--- config.mk ---
export PLATFORM = sky130hd
export DESIGN_NAME = lds_regs
export DESIGN_NICKNAME = d
export VERILOG_FILES = /design/src/verilog/lds_lut_mem.v /design/src/verilog/lds_regs.v
export VERILOG_INCLUDE_DIRS = /design/src /design/src/verilog
export SDC_FILE = /design/constraint.sdc
export NUM_CORES = 2
export LEC_CHECK = 0
export BUFFER_PORTS_ARGS = -buffer_cell sky130_fd_sc_hd__buf_2
export CAP_MARGIN = 10
export CELL_PAD_IN_SITES_DETAIL_PLACEMENT = 1
export CELL_PAD_IN_SITES_GLOBAL_PLACEMENT = 2
export CORE_MARGIN = 1
export CORE_UTILIZATION = 25
export CTS_BUF_LIST = sky130_fd_sc_hd__clkbuf_8 sky130_fd_sc_hd__clkbuf_16
export CTS_CLUSTER_SIZE = 14
export DETAILED_ROUTE_END_ITERATION = 7
export PLACE_DENSITY = 0.59
export SLEW_MARGIN = 25
export SYNTH_ARGS = -nofsm -noshare
export SYNTH_HDL_FRONTEND = slang
export SYNTH_SLANG_ARGS = --single-unit
--- constraint.sdc ---
create_clock -name clk -period 4.1 [get_ports clk]
set_clock_uncertainty 0.05 [all_clocks]
set_input_delay 0.82 -clock clk [delete_from_list [all_inputs] [get_ports clk]]
set_output_delay 0.82 -clock clk [all_outputs]
set_load 0.01 [all_outputs]
--- src/verilog/lds_defs.vh ---
`ifndef LDS_DEFS_VH
`define LDS_DEFS_VH

// Register byte addresses
`define LDS_ADDR_CTRL0 8'h80
`define LDS_ADDR_T1ROW 8'h81
`define LDS_ADDR_T2ROW 8'h82
`define LDS_ADDR_C1DIR 8'h83
`define LDS_ADDR_C2DIR 8'h84
`define LDS_ADDR_SRCSEL 8'h85
`define LDS_ADDR_WECTL 8'h86
`define LDS_ADDR_ADCST 8'h87
`define LDS_ADDR_RSV_LO 8'h88
`define LDS_ADDR_RSV_HI 8'h8F
`define LDS_T1_BASE 8'h90
`define LDS_T2_BASE 8'hD0

// Control register 0 fields
`define LDS_C0_OUT2DIR 7
`define LDS_C0_OUT1DIR 6
`define LDS_C0_VOLSEL 5
`define LDS_C0_FILTDIS 4
`define LDS_C0_REFMODE 2
`define LDS_C0_RESET 8'h08
`define LDS_C0_FIXMASK 8'h0B
`define LDS_C0_FIXVAL 8'h08

// Source select fields
`define LDS_SS_C2DIR 7
`define LDS_SS_T2DIR 6
`define LDS_SS_C1DIR 5
`define LDS_SS_T1DIR 4
`define LDS_SS_RESET 8'h00

// Write enable latch
`define LDS_WE_BIT 7
`define LDS_WE_SET 8'h80
`define LDS_WE_CLR 8'h00

// ADC filter and converter idle byte
`define LDS_FILT_COUNT 3'h4
`define LDS_DAC_IDLE 8'h00

`endif

--- src/verilog/lds_lut_mem.v ---
module lds_lut_mem #(
    parameter AW = 7,
    parameter DW = 8
) (
    // Clock
    input wire clk,
    // Port A, host access
    input wire a_en,
    input wire a_we,
    input wire [AW-1:0] a_addr,
    input wire [DW-1:0] a_wdata,
    output reg [DW-1:0] a_rdata,
    // Port B, converter lookup
    input wire [AW-1:0] b_addr,
    output reg [DW-1:0] b_rdata
);
    reg [DW-1:0] mem [0:(1<<AW)-1];

    // Read data come from registers
    always @(posedge clk) begin
        if (a_en && a_we) begin
            mem[a_addr] <= a_wdata;
        end
        a_rdata <= mem[a_addr];
        b_rdata <= mem[b_addr];
    end
endmodule

--- src/verilog/lds_regs.v ---
// Functional notes
// - Select bit 4 steers table one to row
// - Table one address is 90h plus row
// - Select bit 6 steers table two to row
// - Table two address is D0h plus row
// - Select bit 5 feeds converter one directly
// - Select bit 7 feeds converter two directly
// - Select bits default zero, ADC through tables
// - Volatility bit governs row and direct bytes
// - Writes need latch set, else no ack; latch codes to 86h always pass
// - Latch powers at zero, set/cleared by codes
// - Latch write leaves other bits unchanged
// - Status at 87h is read-only ADC output
// - ADC mode uses six upper result bits
// - Filter needs four agreeing conversions unless disabled
// - ADC result is straight binary byte
// - Reference bit zero internal, one external
// - Direction bit zero source, one sink
// - Addresses 88h-8Fh reserved; keep fixed bits
// - Control registers mapped at 80h to 86h
// - Converter bytes zero until first ADC result unless row or direct selected
`include "lds_defs.vh"

module lds_regs #(
    parameter ROW_W = 6,
    parameter DAC_W = 8,
    parameter FILT_N = 4
) (
    // Clock and reset
    input wire clk,
    input wire rst_n,
    // Register access from the serial front end
    input wire reg_wr,
    input wire reg_rd,
    input wire [7:0] reg_addr,
    input wire [7:0] reg_wdata,
    output reg [7:0] reg_rdata,
    output reg reg_ack,
    output reg reg_nack,
    // Nonvolatile store request for volatility-governed bytes
    output reg nv_store,
    // ADC conversion input
    input wire adc_valid,
    input wire [7:0] adc_sample,
    // Converter and analogue controls
    output reg [DAC_W-1:0] conv1_byte,
    output reg [DAC_W-1:0] conv2_byte,
    output reg out1_direction_sel,
    output reg out2_direction_sel,
    output reg reference_mode_sel
);
    reg [7:0] ctrl0_q;
    reg [ROW_W-1:0] tbl1_row_bits_q;
    reg [ROW_W-1:0] tbl2_row_bits_q;
    reg [7:0] conv1_direct_bits_q;
    reg [7:0] conv2_direct_bits_q;
    reg [3:0] src_sel_q;
    reg write_enable_latch_q;
    reg [7:0] adc_result_bits_q;
    reg adc_valid_q;
    reg [5:0] filt_last_q;
    reg [2:0] filt_cnt_q;
    reg lut_phase_q;
    reg lut_rd_pend_q;

    wire tbl1_direct_sel = src_sel_q[0];
    wire tbl2_direct_sel = src_sel_q[2];
    wire conv1_direct_sel = src_sel_q[1];
    wire conv2_direct_sel = src_sel_q[3];
    wire ctrl_volatility_sel = ctrl0_q[`LDS_C0_VOLSEL];
    wire adc_filter_disable = ctrl0_q[`LDS_C0_FILTDIS];

    function in_table;
        input [7:0] a;
        begin
            in_table = (a >= `LDS_T1_BASE);
        end
    endfunction

    // Row selection per table
    wire [ROW_W-1:0] adc_row = adc_result_bits_q[7:8-ROW_W];
    wire [ROW_W-1:0] t1_row = tbl1_direct_sel ? tbl1_row_bits_q : adc_row;
    wire [ROW_W-1:0] t2_row = tbl2_direct_sel ? tbl2_row_bits_q : adc_row;
    wire [7:0] t1_addr = `LDS_T1_BASE + {2'b00, t1_row};
    wire [7:0] t2_addr = `LDS_T2_BASE + {2'b00, t2_row};

    // Alternate the lookup port between the two tables
    wire [7:0] b_addr = lut_phase_q ? t2_addr : t1_addr;
    wire [7:0] b_rdata;
    wire [7:0] a_rdata;
    wire is_tbl = in_table(reg_addr);
    wire tbl_wr = reg_wr && is_tbl && write_enable_latch_q;

    lds_lut_mem #(
        .AW(7),
        .DW(8)
    ) u_mem (
        .clk(clk),
        .a_en(tbl_wr),
        .a_we(tbl_wr),
        .a_addr(reg_addr[6:0]),
        .a_wdata(reg_wdata),
        .a_rdata(a_rdata),
        .b_addr(b_addr[6:0]),
        .b_rdata(b_rdata)
    );

    // Write acceptance
    wire we_code = (reg_addr == `LDS_ADDR_WECTL) &&
                   ((reg_wdata == `LDS_WE_SET) || (reg_wdata == `LDS_WE_CLR));
    wire wr_ok = reg_wr && (write_enable_latch_q || we_code);
    wire rsv = (reg_addr >= `LDS_ADDR_RSV_LO) && (reg_addr <= `LDS_ADDR_RSV_HI);

    always @(posedge clk or negedge rst_n) begin
        if (!rst_n) begin
            ctrl0_q <= `LDS_C0_RESET;
            tbl1_row_bits_q <= {ROW_W{1'b0}};
            tbl2_row_bits_q <= {ROW_W{1'b0}};
            conv1_direct_bits_q <= 8'h00;
            conv2_direct_bits_q <= 8'h00;
            src_sel_q <= 4'h0;
            write_enable_latch_q <= 1'b0;
            reg_ack <= 1'b0;
            reg_nack <= 1'b0;
            nv_store <= 1'b0;
        end else begin
            reg_ack <= (reg_wr && wr_ok) || reg_rd;
            reg_nack <= reg_wr && !wr_ok;
            nv_store <= 1'b0;
            if (wr_ok && !rsv) begin
                case (reg_addr)
                    `LDS_ADDR_CTRL0: begin
                        ctrl0_q <= (reg_wdata & ~`LDS_C0_FIXMASK) | `LDS_C0_FIXVAL;
                    end
                    `LDS_ADDR_T1ROW: begin
                        tbl1_row_bits_q <= reg_wdata[ROW_W-1:0];
                        nv_store <= ctrl_volatility_sel;
                    end
                    `LDS_ADDR_T2ROW: begin
                        tbl2_row_bits_q <= reg_wdata[ROW_W-1:0];
                        nv_store <= ctrl_volatility_sel;
                    end
                    `LDS_ADDR_C1DIR: begin
                        conv1_direct_bits_q <= reg_wdata;
                        nv_store <= ctrl_volatility_sel;
                    end
                    `LDS_ADDR_C2DIR: begin
                        conv2_direct_bits_q <= reg_wdata;
                        nv_store <= ctrl_volatility_sel;
                    end
                    `LDS_ADDR_SRCSEL: begin
                        src_sel_q <= reg_wdata[7:4];
                    end
                    `LDS_ADDR_WECTL: begin
                        if (we_code) begin
                            write_enable_latch_q <= reg_wdata[`LDS_WE_BIT];
                        end
                    end
                    default: begin
                    end
                endcase
            end
        end
    end

    // Read mux, one cycle after the request; only a read moves it
    reg rd_pend_q;
    reg rd_tbl_q;
    reg [7:0] rd_reg_q;
    always @(posedge clk or negedge rst_n) begin
        if (!rst_n) begin
            rd_pend_q <= 1'b0;
            rd_tbl_q <= 1'b0;
            rd_reg_q <= 8'h00;
        end else begin
            rd_pend_q <= reg_rd;
            rd_tbl_q <= reg_rd && is_tbl;
            if (reg_rd) begin
                case (reg_addr)
                    `LDS_ADDR_CTRL0: rd_reg_q <= ctrl0_q;
                    `LDS_ADDR_T1ROW: rd_reg_q <= {2'b00, tbl1_row_bits_q};
                    `LDS_ADDR_T2ROW: rd_reg_q <= {2'b00, tbl2_row_bits_q};
                    `LDS_ADDR_C1DIR: rd_reg_q <= conv1_direct_bits_q;
                    `LDS_ADDR_C2DIR: rd_reg_q <= conv2_direct_bits_q;
                    `LDS_ADDR_SRCSEL: rd_reg_q <= {src_sel_q, 4'h0};
                    `LDS_ADDR_WECTL: rd_reg_q <= {write_enable_latch_q, 7'h00};
                    `LDS_ADDR_ADCST: rd_reg_q <= adc_result_bits_q;
                    default: rd_reg_q <= 8'h00;
                endcase
            end
        end
    end

    // Read data stand until the next read completes
    always @(posedge clk or negedge rst_n) begin
        if (!rst_n) begin
            reg_rdata <= 8'h00;
        end else if (rd_pend_q) begin
            reg_rdata <= rd_tbl_q ? a_rdata : rd_reg_q;
        end
    end

    // ADC output filter
    always @(posedge clk or negedge rst_n) begin
        if (!rst_n) begin
            adc_result_bits_q <= 8'h00;
            adc_valid_q <= 1'b0;
            filt_last_q <= 6'h00;
            filt_cnt_q <= 3'h0;
        end else if (adc_valid) begin
            filt_last_q <= adc_sample[7:2];
            if (adc_filter_disable) begin
                adc_result_bits_q <= adc_sample;
                adc_valid_q <= 1'b1;
                filt_cnt_q <= 3'h1;
            end else if (filt_cnt_q != 3'h0 && adc_sample[7:2] == filt_last_q) begin
                if (filt_cnt_q + 3'h1 >= `LDS_FILT_COUNT) begin
                    adc_result_bits_q <= adc_sample;
                    adc_valid_q <= 1'b1;
                    filt_cnt_q <= 3'h0;
                end else begin
                    filt_cnt_q <= filt_cnt_q + 3'h1;
                end
            end else begin
                filt_cnt_q <= 3'h1;
            end
        end
    end

    // Converter byte selection
    always @(posedge clk or negedge rst_n) begin
        if (!rst_n) begin
            lut_phase_q <= 1'b0;
            lut_rd_pend_q <= 1'b0;
            conv1_byte <= `LDS_DAC_IDLE;
            conv2_byte <= `LDS_DAC_IDLE;
            out1_direction_sel <= 1'b0;
            out2_direction_sel <= 1'b0;
            reference_mode_sel <= 1'b0;
        end else begin
            lut_phase_q <= ~lut_phase_q;
            lut_rd_pend_q <= lut_phase_q;
            out1_direction_sel <= ctrl0_q[`LDS_C0_OUT1DIR];
            out2_direction_sel <= ctrl0_q[`LDS_C0_OUT2DIR];
            reference_mode_sel <= ctrl0_q[`LDS_C0_REFMODE];
            if (conv1_direct_sel) begin
                conv1_byte <= conv1_direct_bits_q;
            end else if (!adc_valid_q && !tbl1_direct_sel) begin
                conv1_byte <= `LDS_DAC_IDLE;
            end else if (!lut_rd_pend_q) begin
                conv1_byte <= b_rdata;
            end
            if (conv2_direct_sel) begin
                conv2_byte <= conv2_direct_bits_q;
            end else if (!adc_valid_q && !tbl2_direct_sel) begin
                conv2_byte <= `LDS_DAC_IDLE;
            end else if (lut_rd_pend_q) begin
                conv2_byte <= b_rdata;
            end
        end
    end
endmodule

==> impl_summary.md <==
Detailed routing
In the routed design, unresolved DRC markers number 0. The overall routed net length is 215000 um. The detailed router placed 37200 vias in this run. The average vias per placed instance is 5.10. The detailed-router iteration count before antenna repair is 6.

In this run the remaining antenna-violating nets after routing total 0. The initial DRC count is ~4000. The detail-routed net length per standard cell is 29.5 um.

Global route
The first global-routing pass estimated 301000 um of wire. After global routing the overflow that remains totals 0. The pin count of the biggest net entering global routing is 98. The number of antenna violations at the first check in global routing is 20. The via count of the first global-routing pass is approximately 38000. The global-route usage over all layers is 0.196.

Yosys
The number of synthesized flops with an enable pin is 1024. The cell area that synthesis handed to floorplanning was 0.0536 sq mm. By area the synthesized netlist is led by edfxtp_1 (57%), mux4_2 (15%), nand2_1 (7.0%). Of the post-synthesis cell area, the dominant cell type holds 0.574. The largest total area in the synthesized netlist belongs to edfxtp_1. The number of distinct library cells after synthesis is 58. The total number of yosys warnings is 0. The number of register bits inferred by synthesis is 1138. For this run, the leading register cell type out of synthesis is edfxtp_1.

The sequential area share after synthesis is 0.625. The synthesized instance count is roughly 3900. After synthesis, the share of flip-flops with an asynchronous set or reset is 0.0861. The mean area per synthesized cell is 13.6 sq um.

Setup path
The data arrival time at the worst-slack endpoint is 4.70 ns. The class of the most critical setup path is flip-flop to flip-flop. The worst setup path is launched from a flip-flop. STA classifies the critical path endpoint as a flip-flop.

Along the worst path, the maximum fanout reaches 22. The required arrival time at the worst endpoint is 4.76 ns.

Clock tree
The CTS tree is yes. The H-tree was split into 4 levels. After clock tree synthesis, the clock-pin slew on the worst setup and hold paths is 0.06 ns.

The number of hold buffers added after cts is 0. Clock tree synthesis found a total of roughly 1100 sinks. The tree is rooted in a clkbuf_16. The post-CTS repair timing setup buffer count is 0. The number of clock buffers added by TritonCTS is roughly 130. The worst-skew pair later-pin latency is 0.81 ns. Counting along the longest clock path gives a buffer depth of 3.

Die
The core region is between 0.2 and 0.25 sq mm. The floorplan step defined a die boundary enclosing 0.216 sq mm. The site row count is roughly 170. The chip height is approximately 470 um.

During I/O placement, the number of pins put on the boundary was 59. For this configuration, the core starts out at a cell density of 0.252. The die width is 465 um.

Placed design
The number of port buffers is a little under 60. The final weighted congestion in routability-driven placement is 0.880. The cell area after placement is about 0.060 sq mm. The final HPWL from detailed placement is 148000 um.

Power and ir drop
The power density over the cells is 413 mW/mm^2. Summed over all cells, the static leakage comes to 0.0225 uW. The worst-case IR drop observed on VDD is roughly 330 uV.

Cells and area
After the last flow step, the layout net total stands at roughly 4400. The share of layout cells above drive strength 1 is 0.241. After filler insertion, the fill cell instance count of the layout stands at roughly 23000. In the layout the commonest cells are edfxtp_1 (1024), nand2_1 (1002), mux4_2 (356), buf_4 (316), a21oi_1 (282).

Registers take 0.0335 sq mm. The multi-input combinational cells in the finished layout cover a total of 0.0193 sq mm. After routing the design area is 0.0645 sq mm. The library cell used most frequently in the layout, excluding fill and tap cells, is edfxtp_1. From synthesis to final layout, the design area changed by 20.3%.

STA
The relative slew slack is 0.253. The count of final setup violators is 0. The transition at the pin with the smallest max-transition slack is 1.12 ns. The final number of max-transition violations was 0.

Of the available clock period, the critical path in the final layout requires 0.987. The smallest clock period supported by the final layout is computed as 4.04 ns. The highest clock frequency the design can meet is 247 MHz. The setup TNS after final layout is 0 ns. Setup repair after global routing left no endpoint under its margin. The final number of hold-violating endpoints came to 0.

Status
The flow ran to the end, and the final reports show no timing, DRC or antenna violations.

Min path
The path category of the worst min-delay check is input port to asynchronous set/reset pin.

Job
Across the run, the number of max-cap violations was 0.
==> critical path: stages (launching register included) <==
cell and delay (ns):
dfrtp_1 0.40, buf_4 0.20, mux2i_2 0.48, mux2_8 0.53, buf_4 0.37, buf_4 0.23
nand2_1 0.06, nand3_1 0.07, a21boi_0 0.09, buf_4 0.17, nor4_2 0.57, nand4_1 0.33
nor4_1 0.34
==> flip-flops by register name, summed over array words and instances (netlist names), 8 cells and up <==
signal and cells:
conv1_byte 8, conv1_direct_bits_q 8, conv2_byte 8, u_mem.b_rdata 8, u_mem.a_rdata 8, adc_result_bits_q 8
u_mem.mem 1024, reg_rdata 8, conv2_direct_bits_q 8, rd_reg_q 8
==> Yosys cell counts (6+ instances only) <==
library cell	instances
a2111oi_0	8
a21boi_0	6
a21oi_1	282
a222oi_1	8
a311oi_1	37
and3_1	32
buf_1	24
buf_2	79
buf_4	46
buf_6	15
clkbuf_1	109
dfrtp_1	98
dfxtp_1	16
edfxtp_1	1024
inv_1	29
mux2_2	73
mux2i_1	29
mux4_2	356
nand2_1	1004
nand3_1	271
nand4_1	22
nor2_1	180
nor4_1	84
o21ai_0	11
o41ai_1	7
or3_1	12
or4_1	10
==> path summary, 6_finish.rpt <==
path | from | end | slack, ns | cells after the start
worst max-delay path | src_sel_q[2]$_DFFE_PN0P_ | u_mem.b_rdata[2]$_DFF_P_ | 0.06 | 12
min in group clk | adc_sample[1] | adc_result_bits_q[1]$_DFFE_PN0P_ | 0.21 | 2
max in group asynchronous | rst_n | adc_result_bits_q[5]$_DFFE_PN0P_ | 3.12 | 2
worst min-delay path | rst_n | reg_nack$_DFF_PN0_ | 0.05 | 1
worst max register to register | src_sel_q[2]$_DFFE_PN0P_ | u_mem.b_rdata[2]$_DFF_P_ | 0.06 | 12
worst min register to register | ctrl0_q[7]$_DFFE_PN0P_ | out2_direction_sel$_DFF_PN0_ | 0.37 | 0
==> power breakdown <==
group	internal (uW)	switching, uW
registers	12800	144
logic	715	1240
clock network	6650	5090
total	20200	6480
==> final cells by class <==
cell class	instances	share of cell area
flip-flops and latches	1138	0.520
repair buffers	421	0.0585
clock inverters	94	0.0111
well taps	2821	0.0547
clock buffers	145	0.0550
inverters	30	0.00179
multi-input cells	2629	0.299
diodes	9	0.000349
==> through the flow <==
step	std cells	util	total power [uW]	worst slack [ns]	hold slack, ns
3_5_place_dp	7038	0.283	15100	-0.0408	0.365
3_3_place_gp	7036	0.283	15100	-0.583	0.361
4_1_cts	7277	0.303	26900	0.0794	0.0156
2_1_floorplan	4069	-	14100	0.727	0.320
6_report	7287	0.303	26600	0.0552	0.0455
5_1_grt	7281	0.303	27400	0.000713	0.0629
==> metal layers <==
layer	vias to the layer above	share of wire	GRT usage
met3	307	0.057	0.0292
li1	15700	-	-
met1	19800	0.44	0.268
met4	0	0.039	0.0762
met5	-	0	0
met2	1295	0.47	0.312
==> logic make-up (layout without fill, tap and decap cells) <==
group,count (synthesis),in the layout,share of synthesized area
AO/OA/AOI/OAI,390,390,0.0428
XOR/XNOR,8,8,0.00131
adder cells (fa/ha/maj),4,4,0.000934
buffers and inverters,303,690,0.0284
flip-flops,1138,1138,0.625
multiplexers,461,462,0.171
other,1,137,0.0000700
AND/OR/NAND/NOR,1637,1637,0.130
==> what timing repair did <==
action,4_1_cts,5_1_grt
gates cloned,0,1
gates resized for setup,1,4
endpoints found under the setup margin,1,3
(Power assumes the default switching activity.)
